`src/design/dpw_params.svh`:
```
// Constants for the data paging and nonvolatile write controller.
// Assumes an 8-bit data space and a 12-bit program space.
`ifndef DPW_PARAMS_SVH
`define DPW_PARAMS_SVH
// Register addresses in data space
`define ADDR_WINDOW_SEL 8'hc9
`define ADDR_BANK_SEL 8'he8
`define ADDR_NVM_CTRL 8'hea
// Data space regions
`define BANK_REGION_LO 8'h00
`define BANK_REGION_HI 8'h3f
`define WINDOW_LO 8'h40
`define WINDOW_HI 8'h7f
// Bank select field positions
`define BANK_NVM0_BIT 0
`define BANK_NVM1_BIT 1
`define BANK_RAM2_BIT 4
// Control field positions
`define CTL_ENABLE_BIT 0
`define CTL_BUSY_BIT 1
`define CTL_ROW_EN_BIT 2
`define CTL_ROW_GO_BIT 3
`define CTL_STANDBY_BIT 6
// Control reset value
`define CTL_RESET 8'h00
// Cell write time in ns and cycles at 25 MHz
`define CELL_WRITE_NS 5000
`define CLK_PERIOD_NS 40
`define CELL_WRITE_CYCLES ((`CELL_WRITE_NS + `CLK_PERIOD_NS - 1) / `CLK_PERIOD_NS)
`endif

```
`src/design/dpw_pkg.sv`:
```
// Types shared by the paging and nonvolatile write controller.
// Assumes dpw_params.svh supplies the numbers.
package dpw_pkg;
    typedef logic [7:0] byte_t;
    typedef logic [6:0] nvm_addr_t;
    typedef enum logic [1:0] {
        ST_IDLE = 2'b00,
        ST_BYTE = 2'b01,
        ST_ROW = 2'b10
    } prog_state_t;
endpackage : dpw_pkg

```
`src/design/nvm_array.sv`:
```
// Nonvolatile cell array: 128 bytes, registered read, byte write port.
// Assumes the controller sequences all writes.
`timescale 1ns/1ps
`default_nettype none
module nvm_array (
    // Clock
    input wire logic mclk,
    // Read port
    input wire dpw_pkg::nvm_addr_t rd_addr,
    output dpw_pkg::byte_t rd_data,
    // Write port
    input wire logic wr_en,
    input wire dpw_pkg::nvm_addr_t wr_addr,
    input wire dpw_pkg::byte_t wr_data
);
    import dpw_pkg::*;
    byte_t mem [0:127]; // Cell contents
    // Registered read and write
    always_ff @(posedge mclk) begin
        if (wr_en) begin
            mem[wr_addr] <= wr_data;
        end
        rd_data <= mem[rd_addr];
    end
endmodule : nvm_array
`default_nettype wire

```
`src/design/row_latch.sv`:
```
// Eight-byte row latch with per-byte written marks.
// Assumes the controller clears it on row mode entry.
`timescale 1ns/1ps
`default_nettype none
module row_latch (
    // Clock and reset
    input wire logic mclk,
    input wire logic reset_n,
    // Control
    input wire logic clear,
    input wire logic load,
    input wire logic [2:0] load_idx,
    input wire dpw_pkg::byte_t load_data,
    // Contents
    input wire logic [2:0] sel_idx,
    output dpw_pkg::byte_t sel_data,
    output logic [7:0] marks
);
    import dpw_pkg::*;
    byte_t data [0:7]; // Latched bytes
    assign sel_data = data[sel_idx];
    // Marks and data
    always_ff @(posedge mclk or negedge reset_n) begin
        if (!reset_n) begin
            marks <= 8'h00;
        end else if (clear) begin
            marks <= 8'h00;
        end else if (load) begin
            marks[load_idx] <= 1'b1;
        end
    end
    always_ff @(posedge mclk) begin
        if (load && !clear) begin
            data[load_idx] <= load_data;
        end
    end
endmodule : row_latch
`default_nettype wire

```
`src/design/page_nvm_ctrl.sv`:
```
// Data space paging and nonvolatile write controller.
// Assumes a core issuing one-cycle read/write strobes; read data one cycle later.
// Notes on behaviour
// - Window register: six bits, upper program address
// - Program address is window above six low bits
// - Window register undefined at reset, write only; this block's reset clears it to zero
// - Bank bit 4 selects second RAM page
// - Bank bits 0/1 select nonvolatile pages
// - Selected page overlays region 00h to 3Fh
// - Bank register uncleared, unreadable, write first; this block's reset clears it to zero
// - Interrupts and calls leave bank register alone
// - No bank or standby: access has no effect
// - Cell programming needs program enable set
// - Busy held during programming; accesses meaningless
// - Idle nonvolatile read like ordinary data
// - Byte writes and eight-byte row writes
// - Row is eight bytes, low three bits vary
// - Writes go directly to addressed location
// - Control writes ignored while busy
// - Stop instruction disables the nonvolatile store
// - Row address and data latched in row mode
// - Only the latched row is visible
// - Row mode entry clears latches; unwritten bytes kept
// - Start bit begins row programming, self-clears
// - Row mode enable self-clears at cycle end
// - Start needs program enable and row enable
`timescale 1ns/1ps
`default_nettype none
`include "dpw_params.svh"
module page_nvm_ctrl #(
    parameter int unsigned CELL_CYCLES = `CELL_WRITE_CYCLES
) (
    // Clock and reset
    input wire logic mclk,
    input wire logic reset_n,
    // Core data space access
    input wire dpw_pkg::byte_t core_addr,
    input wire logic core_wr,
    input wire logic core_rd,
    input wire dpw_pkg::byte_t core_wdata,
    input wire logic stop_exec,
    // Program memory window port
    output logic [11:0] prog_addr,
    output logic prog_rd,
    // Extra RAM page port
    output logic [5:0] ram2_addr,
    output logic ram2_wr,
    output logic ram2_rd,
    output dpw_pkg::byte_t ram2_wdata,
    // Bank region claim towards base RAM
    output logic bank_claim,
    // Read data of this block
    output dpw_pkg::byte_t rdata,
    output logic rdata_valid,
    // Status
    output logic nvm_busy_flag
);
    import dpw_pkg::*;

    // Whole block state
    typedef struct packed {
        logic [5:0] window_page_bits;   // Window page
        byte_t bank;                    // Bank select
        logic nvm_standby;
        logic nvm_program_enable;
        logic row_mode_enable;
        logic row_program_start;
        logic [6:3] row_addr;           // Latched row: page bit and row number
        logic row_addr_valid;
        prog_state_t state;
        logic [12:0] cnt;               // Write time counter
        nvm_addr_t byte_addr;           // Byte mode target
        byte_t byte_data;
        logic [2:0] row_idx;            // Row commit index
        logic [11:0] prog_addr;
        logic prog_rd;
        logic [5:0] ram2_addr;
        logic ram2_wr;
        logic ram2_rd;
        byte_t ram2_wdata;
        logic bank_claim;
        logic ctl_rd;                   // Control read pending
        logic nvm_rd;                   // Array read pending
        logic rdata_valid;
        logic busy;
    } state_t;

    state_t s_q, s_d;

    // Helper: address inside a range
    function automatic logic in_range(input byte_t a, input byte_t lo, input byte_t hi);
        in_range = (a >= lo) && (a <= hi);
    endfunction : in_range

    // Helper: nonvolatile array address from page bit and offset
    function automatic nvm_addr_t nvm_index(input logic page1, input logic [5:0] off);
        nvm_index = {page1, off};
    endfunction : nvm_index

    // Array and row latch wiring
    nvm_addr_t arr_rd_addr;
    nvm_addr_t arr_wr_addr;
    byte_t arr_rd_data;
    byte_t arr_wr_data;
    logic arr_wr_en;
    logic latch_clear;
    logic latch_load;
    byte_t latch_sel_data;
    logic [7:0] latch_marks;

    logic in_bank;
    logic nvm_sel;
    logic nvm_page1;
    logic nvm_live;
    logic cnt_done;

    // Decode of the bank region
    always_comb begin
        in_bank = in_range(core_addr, `BANK_REGION_LO, `BANK_REGION_HI);
        nvm_page1 = s_q.bank[`BANK_NVM1_BIT];
        nvm_sel = s_q.bank[`BANK_NVM0_BIT] | s_q.bank[`BANK_NVM1_BIT];
        nvm_live = nvm_sel && !s_q.nvm_standby && !s_q.busy;
        cnt_done = (s_q.cnt == 13'(CELL_CYCLES - 1));
    end

    assign arr_rd_addr = nvm_index(nvm_page1, core_addr[5:0]);
    assign latch_clear = core_wr && core_addr == `ADDR_NVM_CTRL && !s_q.busy
        && core_wdata[`CTL_ROW_EN_BIT] && !s_q.row_mode_enable;
    assign latch_load = core_wr && in_bank && nvm_live && s_q.row_mode_enable
        && !s_q.row_program_start
        && (!s_q.row_addr_valid || core_addr[5:3] == s_q.row_addr[5:3]
            && nvm_page1 == s_q.row_addr[6]);

    // Row commit and byte write into the array
    always_comb begin
        arr_wr_en = 1'b0;
        arr_wr_addr = s_q.byte_addr;
        arr_wr_data = s_q.byte_data;
        if (s_q.state == ST_BYTE && cnt_done) begin
            arr_wr_en = 1'b1;
        end else if (s_q.state == ST_ROW && cnt_done) begin
            arr_wr_en = latch_marks[s_q.row_idx];
            arr_wr_addr = {s_q.row_addr, s_q.row_idx};
            arr_wr_data = latch_sel_data;
        end
    end

    nvm_array u_array (
        .mclk(mclk),
        .rd_addr(arr_rd_addr),
        .rd_data(arr_rd_data),
        .wr_en(arr_wr_en),
        .wr_addr(arr_wr_addr),
        .wr_data(arr_wr_data)
    );

    row_latch u_row (
        .mclk(mclk),
        .reset_n(reset_n),
        .clear(latch_clear),
        .load(latch_load),
        .load_idx(core_addr[2:0]),
        .load_data(core_wdata),
        .sel_idx(s_q.row_idx),
        .sel_data(latch_sel_data),
        .marks(latch_marks)
    );

    // Next state of the whole block
    always_comb begin
        s_d = s_q;
        s_d.prog_rd = 1'b0;
        s_d.ram2_wr = 1'b0;
        s_d.ram2_rd = 1'b0;
        s_d.ctl_rd = 1'b0;
        s_d.nvm_rd = 1'b0;
        s_d.bank_claim = 1'b0;
        // Paging registers: write only, no read path
        if (core_wr && core_addr == `ADDR_WINDOW_SEL) begin
            s_d.window_page_bits = core_wdata[5:0];
        end
        if (core_wr && core_addr == `ADDR_BANK_SEL) begin
            s_d.bank = core_wdata;
        end
        // Window read towards program memory
        if (core_rd && in_range(core_addr, `WINDOW_LO, `WINDOW_HI)) begin
            s_d.prog_addr = {s_q.window_page_bits, core_addr[5:0]};
            s_d.prog_rd = 1'b1;
        end
        // Bank region access
        if ((core_rd || core_wr) && in_bank) begin
            if (s_q.bank[`BANK_RAM2_BIT]) begin
                s_d.bank_claim = 1'b1;
                s_d.ram2_addr = core_addr[5:0];
                s_d.ram2_wr = core_wr;
                s_d.ram2_rd = core_rd;
                s_d.ram2_wdata = core_wdata;
            end else if (nvm_sel) begin
                s_d.bank_claim = 1'b1;
                // Standby or busy: the read returns nothing
                s_d.nvm_rd = core_rd && nvm_live;
            end
        end
        // Control register read
        if (core_rd && core_addr == `ADDR_NVM_CTRL) begin
            s_d.ctl_rd = 1'b1;
        end
        // Control register write, ignored while busy
        if (core_wr && core_addr == `ADDR_NVM_CTRL && !s_q.busy) begin
            s_d.nvm_standby = core_wdata[`CTL_STANDBY_BIT];
            s_d.nvm_program_enable = core_wdata[`CTL_ENABLE_BIT];
            s_d.row_mode_enable = core_wdata[`CTL_ROW_EN_BIT];
            if (!core_wdata[`CTL_ROW_EN_BIT] || !s_q.row_mode_enable) begin
                s_d.row_addr_valid = 1'b0;
            end
            // Start only with enable and row mode already set
            if (core_wdata[`CTL_ROW_GO_BIT] && core_wdata[`CTL_ENABLE_BIT]
                && s_q.nvm_program_enable && s_q.row_mode_enable
                && core_wdata[`CTL_ROW_EN_BIT] && !s_q.nvm_standby) begin
                s_d.row_program_start = 1'b1;
                s_d.busy = 1'b1;
                s_d.state = ST_ROW;
                s_d.cnt = 13'h0000;
                s_d.row_idx = 3'h0;
            end
        end
        // Row latch address capture
        if (latch_load && !s_q.row_addr_valid) begin
            s_d.row_addr = {nvm_page1, core_addr[5:3]};
            s_d.row_addr_valid = 1'b1;
        end
        // Byte mode write launches a cycle
        if (core_wr && in_bank && nvm_live && !s_q.bank[`BANK_RAM2_BIT]
            && s_q.nvm_program_enable && !s_q.row_mode_enable) begin
            s_d.byte_addr = arr_rd_addr;
            s_d.byte_data = core_wdata;
            s_d.busy = 1'b1;
            s_d.state = ST_BYTE;
            s_d.cnt = 13'h0000;
        end
        // Programming cycle sequencer
        case (s_q.state)
            ST_IDLE: begin
                s_d.cnt = 13'h0000;
            end
            ST_BYTE: begin
                s_d.cnt = s_q.cnt + 13'h0001;
                if (cnt_done) begin
                    s_d.state = ST_IDLE;
                    s_d.busy = 1'b0;
                end
            end
            ST_ROW: begin
                // Wait out the cell time, then commit marked bytes one per cycle
                if (!cnt_done) begin
                    s_d.cnt = s_q.cnt + 13'h0001;
                end else if (s_q.row_idx == 3'h7) begin
                    s_d.state = ST_IDLE;
                    s_d.busy = 1'b0;
                    s_d.row_program_start = 1'b0;
                    s_d.row_mode_enable = 1'b0;
                    s_d.row_addr_valid = 1'b0;
                end else begin
                    s_d.row_idx = s_q.row_idx + 3'h1;
                end
            end
            default: begin
                s_d.state = ST_IDLE;
            end
        endcase
        // Stop instruction puts the store in standby
        if (stop_exec) begin
            s_d.nvm_standby = 1'b1;
        end
        s_d.rdata_valid = s_d.ctl_rd || s_d.nvm_rd;
    end

    // Single register stage for the whole block
    always_ff @(posedge mclk or negedge reset_n) begin
        if (!reset_n) begin
            s_q <= '0;
            s_q.state <= ST_IDLE;
            s_q.nvm_standby <= 1'b0;
            s_q.cnt <= 13'h0000;
        end else begin
            s_q <= s_d;
        end
    end

    // Read data: busy status from control, array data when live
    always_comb begin
        rdata = 8'h00;
        if (s_q.ctl_rd) begin
            rdata[`CTL_BUSY_BIT] = s_q.busy;
        end else if (s_q.nvm_rd) begin
            rdata = arr_rd_data;
        end
    end

    // Outputs straight from state
    assign prog_addr = s_q.prog_addr;
    assign prog_rd = s_q.prog_rd;
    assign ram2_addr = s_q.ram2_addr;
    assign ram2_wr = s_q.ram2_wr;
    assign ram2_rd = s_q.ram2_rd;
    assign ram2_wdata = s_q.ram2_wdata;
    assign bank_claim = s_q.bank_claim;
    assign rdata_valid = s_q.rdata_valid;
    assign nvm_busy_flag = s_q.busy;
endmodule : page_nvm_ctrl
`default_nettype wire

```
`config.mk`:
```
export PLATFORM = sky130hd
export DESIGN_NAME = page_nvm_ctrl
export DESIGN_NICKNAME = d
export VERILOG_FILES = /design/src/design/dpw_pkg.sv /design/src/design/nvm_array.sv /design/src/design/row_latch.sv /design/src/design/page_nvm_ctrl.sv
export VERILOG_INCLUDE_DIRS = /design/src /design/src/design
export SDC_FILE = /design/constraint.sdc
export NUM_CORES = 1
export LEC_CHECK = 0
export BUFFER_PORTS_ARGS = -buffer_cell sky130_fd_sc_hd__buf_4
export CAP_MARGIN = 20
export CORE_MARGIN = 2
export CORE_UTILIZATION = 45
export CTS_BUF_LIST = sky130_fd_sc_hd__clkbuf_2
export DETAILED_ROUTE_END_ITERATION = 10
export PLACE_DENSITY = 0.58
export SYNTH_ARGS = -nofsm -noshare
export SYNTH_HDL_FRONTEND = slang
export SYNTH_SLANG_ARGS = --single-unit
```
`constraint.sdc`:
```
create_clock -name mclk -period 10.34 [get_ports mclk]
set_input_delay 2.068 -clock mclk [delete_from_list [all_inputs] [get_ports mclk]]
set_output_delay 2.068 -clock mclk [all_outputs]
set_load 0.02 [all_outputs]
```
# Yosys cells after proc, flatten, opt, wreduce, memory -nomap -nowiden
# Memories as Yosys holds them, arrays and structs flattened. A register that Yosys moved wholly into a read port is not among the register bits.
# Cells that the tools add are included.
[word_totals] ff_bits=95 latchBits=0 mem_bits_rw=1088 rom_bits=0 out_inout_bits=40 wordCells=155 n_memories=2
[op_classes] n_addsub=2 multipliers=0 n_div=0 magnitude_cmp=7 eq_ne=9 shift=0 n_mux=59 n_bitwise=2 reduce_logical=49
[mem_list] memory="u_array.mem" depth=128 width=8 rd=1 rd_clocked_by_memory_dff=1 wr=1 line="nvm_array.sv:17" rtl="byte_t mem [0:127];"
[mem_list] memory="u_row.data" depth=8 width=8 rd=1 rd_clocked_by_memory_dff=0 wr=1 line="row_latch.sv:20" rtl="byte_t data [0:7];"
[op_table] operator="$mux W8" n=5
[op_table] operator="$pmux W13 S3" n=1
[op_table] operator="$logic_and A1 B1 Y1" n=33
[op_table] operator="$mux W30" n=1
[op_table] operator="$mux W1" n=28
[op_table] operator="$eq A8 B8 Y1 const B" n=3
[op_table] operator="$mux W3" n=7
[op_table] operator="$mux W16" n=1
[op_table] operator="$mux W15" n=1
[op_table] operator="$mux W7" n=2
[op_table] operator="$add A13 B1 Y13 const B" n=1
[op_table] operator="$eq A13 B7 Y1 const B" n=1
[op_table] operator="$mux W13" n=1
[op_table] operator="$mux W11" n=1
[op_table] operator="$mux W10" n=1
[op_table] operator="$ge A8 B1 Y1 const B" n=1
[op_table] operator="$ge A8 B7 Y1 const B" n=1
[op_table] operator="$le A8 B6 Y1 const B" n=1
[op_table] operator="$le A8 B7 Y1 const B" n=1
[op_table] operator="$logic_not A1 Y1" n=8
[op_table] operator="$lt A3 B4 Y1 const B" n=2
[op_table] operator="$mux W2" n=4
[op_table] operator="$or A8 B8 Y8" n=1
[op_table] operator="$mux W6" n=1
[op_table] operator="other kinds (17)" n=21

# Logic depth before layout (Yosys ltp)
[logic_depth] depth_word=12 ltp_mapped=11 ltp_nobuf=8

# Modules after synthesis
# From an unflattened synthesis, not the netlist that was laid out.
[hier_totals] hier_cells=2130 hier_area_um2=46853.7
[modules_own_cells] mod="nvm_array" instances=1 cells_per_inst=1635 area_each_um2=39665.5 seq_area_each_um2=30909.6
[modules_own_cells] mod="page_nvm_ctrl" instances=1 cells_per_inst=361 area_each_um2=4352.9 seq_area_each_um2=2127.0
[modules_own_cells] mod="row_latch" instances=1 cells_per_inst=134 area_each_um2=2835.2 seq_area_each_um2=2122.0

# Least setup slack after synthesis
# OpenSTA, ideal clock, no wires.
[synth_timing] path_kind="register -> register" startpoint="reg s_q[52] (netlist bit)" endpoint="mem u_array.mem[0][0] (netlist bit) (data pin)" setup_time_ps=1197 t_arrival_ps=6407 t_required_ps=9143 setup_slack_ps=2736 path_stages_with_launch=8 synth_period_minus_slack_ps=7604 path_cell_list="dfrtp_1 > inv_1 > ha_1 > and4bb_2 > nand4_1 > or2_2 > clkbuf_1 > o21ai_0"
[synth_via] elab_chain_len=4 word_cells_on_any_way=5
[synth_lines] element="from (decl)" line="page_nvm_ctrl.sv:88" rtl="state_t s_q, s_d;"
[synth_lines] element="$eq A13 B7 Y1 (*)" line="page_nvm_ctrl.sv:123" rtl="cnt_done = (s_q.cnt == 13'(CELL_CYCLES - 1));"
[synth_lines] element="$logic_and A1 B1 Y1" line="page_nvm_ctrl.sv:141" rtl="end else if (s_q.state == ST_ROW && cnt_done) begin"
[synth_lines] element="$mux W8" line="page_nvm_ctrl.sv:141"
[synth_lines] element="$mux W8 (*)" line="page_nvm_ctrl.sv:139" rtl="if (s_q.state == ST_BYTE && cnt_done) begin"
[synth_lines] element="net arr_wr_data[0]" line="page_nvm_ctrl.sv:104" rtl="byte_t arr_wr_data;"
[synth_lines] element="to (decl)" line="nvm_array.sv:17"
# Mark *: on every way through the listed nets, which the timed path passes. The rest lies on a longest branch.

# Final worst setup path
[layout_timing] startpoint="reg s_q[3] (netlist bit)" endpoint="out rdata[3]"
[layout_via] elab_chain_len=1
[layout_lines] element="$mux W6" line="page_nvm_ctrl.sv:293" rtl="if (s_q.ctl_rd) begin"
[layout_lines] element="to (decl)" line="page_nvm_ctrl.sv:53" rtl="output dpw_pkg::byte_t rdata,"
# No other way between the ends.

==> run_results.csv <==
group,metric,value,unit
sta,fin_skew,0.143,ns
grt,grt.overflow.total,0,
sta,fin_ws,5.53,ns
clock_tree,cts_buffer_depth,4,
setup_path,cp-end-kind,"output port",
grt,grt_max_degree,144,
route,vias_per_cell,5.88,
yosys,synth_nets,2731,
die,die_w,330,µm
route,vias,27000,
layout,design_area,52600,µm²
die,placementRows,119,
sta,rsz0062_at_grt,"false",
clock_tree,root_buffer,"clkbuf_2",
clock_tree,worstSkewPairLatency,1.50,ns
route,drt-initial-drc-count,2819,
grt,use_met2,36.8,%
place,place_ws,4.75,ns
grt,use_met3,5.76,%
setup_path,cp.required,8.27,ns
sta,min_period,4.81,ns
grt,top_usage_layer,"met2",
route,firstDrtPassIters,8,
yosys,synth-seq-cells,1189,
grt,grt_use_met1,33.3,%
sta,totalNegativeSetupSlack,0,ns
sta,clock.fmax,208,MHz
layout,nNetsFinal,3018,
place,gp_congestion,0.934,
yosys,synth_top_flop_cell,"edfxtp_1",
grt,grt_pass1_wl,187000,µm
route,drt-total-wl,129000,µm
layout,drive_above_1_share,28.1,%
status,violations,"DRC",
power,leakagePower,15.7,nW
hold_path,hold_start,"s_q[85]",
setup_path,cp_data_arrival_time,2.75,ns
yosys,synth_cell_type_count,76,
setup_path,r2r_end,"u_array.mem[104][2]",
die,initial_core_util,45.4,%
setup_path,worstRegToRegCells,8,
clock_tree,numCtsBuffers,313,
setup_path,reg2reg_slack,5.55,ns
die,io_pins,61,
die,die_area,109000,µm²
route,wire_per_inst,28.1,µm
die,core,105000,µm²
yosys,netlist_area,47900,µm²
clock_tree,cts_setup_buffers,0,
die,die_y,330,µm
grt,antenna_found_initial,3,
setup_path,start_kind,"flop",
yosys,yosysWarnings,0,
sta,hold_violations,0,
yosys,synthArstFlopShare,7.82,%
clock_tree,cts_tree,"yes",
sta,setup_viol,0,
job,drv_cap,0,
sta,post-route-period-util,46.6,%
setup_path,path_max_fanout,8,
sta,tightest_slew,1.24,ns
hold_path,hp-class,"flop to flop",
place,hpwlAfterDp,80800,µm
layout,final_common_cell,"edfxtp_1",
yosys,yosysSeqAreaShare,73.5,%
setup_path,r2r-start,"s_q[65]",
hold_path,min_to,"prog_addr[7]",
clock_tree,clk_pin_slew_worst_paths,0.10,ns
yosys,avgSynthCellArea,17.7,µm²
hold_path,holdPathStages,2,
place,io_buffers,60,
grt,track_usage,23.9,%
place,placed_area,49800,µm²
setup_path,path_class,"flop to output port",
clock_tree,cts_hold_buffers,0,
route,postRouteAntennaNets,0,
clock_tree,clock_sinks,1189,
yosys,synth_edf_count,1088,
grt,grt_pass1_vias,27400,
power,ir_drop,85.1,µV
layout,syn2layout_area_growth,9.81,%
clock_tree,cts_resized,0,
status,status,"finished, violations left",
route,drc_errors,13,
sta,max-slew-margin-rel,16.6,%
sta,slew_violations,0,
yosys,synthCells,2702,
layout,layout_common_cells,"edfxtp_1, clkbuf_2, mux2i_1",
power,power.density,166,nW/µm²
clock_tree,h-tree-depth,5,
critical path: stages, from the launching register on:
cell and delay [ns]:
dfrtp_1 0.40, nor2b_1 0.13, buf_4 0.20, and2_1 0.36
buf_4 0.21
metrics by stage:
| step | hold slack (ns) | cells | power [mW] | utilization (%) |
|---|---|---|---|---|
| 3_3_place_gp | 0.452 | 4053 | 5.67 | 47.2 |
| 6_report | 0.450 | 4602 | 8.73 | 49.9 |
| 4_1_cts | 0.451 | 4599 | 8.80 | 49.8 |
| 2_1_floorplan | 0.435 | 2702 | 5.56 | - |
| 5_1_grt | 0.494 | 4602 | 9.07 | 49.9 |
| 3_5_place_dp | 0.454 | 4063 | 5.68 | 47.2 |
report_power, final:
group	internal (mW)	switching, mW	total (mW)
sequential	5.19	0.0194	5.21
combinational	0.121	0.237	0.357
clock	1.30	1.86	3.16
cell usage after synthesis (15+ instances only):
master    number  share of area (%)
a211oi_1      27               0.42
a21oi_1       87               0.91
a22oi_1       34               0.53
a31oi_1       30               0.39
and2_1        15               0.20
buf_2         61               0.64
buf_4         50               0.78
clkbuf_1      37               0.29
dfrtp_1       93                4.9
edfxtp_1    1088                 68
mux2_2        59                1.4
mux2i_1      188                3.9
mux4_2       180                8.5
nand2_1      182                1.4
nand2b_1      16               0.21
nand3_1       22               0.23
nor2_1       158                1.2
nor2b_1       32               0.42
nor3_1        50               0.52
o21ai_0       59               0.62
routing by layer:
layer	share of wire, %	routed length (µm)
met5	0	0
met4	3.0	3900
met3	8.4	10800
met1	42	54300
met2	47	60400
worst max-delay path by stage:
stage,from,slack (ns),cells past startpoint,end
after floorplan,s_q[52],2.74,7,u_array.mem[0][0]
after global placement,core_addr[0],4.83,8,u_array.rd_data[0]
after detailed placement,core_addr[0],4.75,8,u_array.rd_data[0]
final,s_q[3],5.53,4,rdata[3]
after CTS,s_q[3],5.38,4,rdata[7]
after global routing,s_q[3],5.31,4,rdata[3]
logic make-up after synthesis:
| group | Yosys count | synth area share, % |
|---|---|---|
| DFF | 1189 | 73.5 |
| and+or+nand+nor | 543 | 5.37 |
| muxes | 429 | 13.9 |
| AOI/OAI and AO/OA | 342 | 4.72 |
| buffers and inverters | 187 | 2.27 |
| adders and majority gates | 8 | 0.209 |
| xor gates and xnor gates | 4 | 0.0732 |
registers in the layout (all words and copies together), names as in the netlist:
register and flops:
u_row.marks 8, prog_addr 12, arr_rd_addr 1, prog_rd 1, u_array.rd_data 8, rdata_valid 1, ram2_wr 1, u_array.mem 1024
s_q 52, u_row.data 64, nvm_busy_flag 1, bank_claim 1, ram2_rd 1, ram2_addr 6, ram2_wdata 8
final cells by class:
| type | instances | area (µm²) |
|---|---|---|
| clock inverter | 79 | 439 |
| multi-input combinational | 1326 | 11700 |
| fill | 8908 | 52900 |
| tap | 1391 | 1740 |
| inverter | 13 | 48.8 |
| clock buffer | 457 | 2290 |
| timing repair buffer | 146 | 1130 |
| sequential | 1189 | 35200 |
| antenna | 1 | 2.50 |
Power figures use the tool's default switching activity.
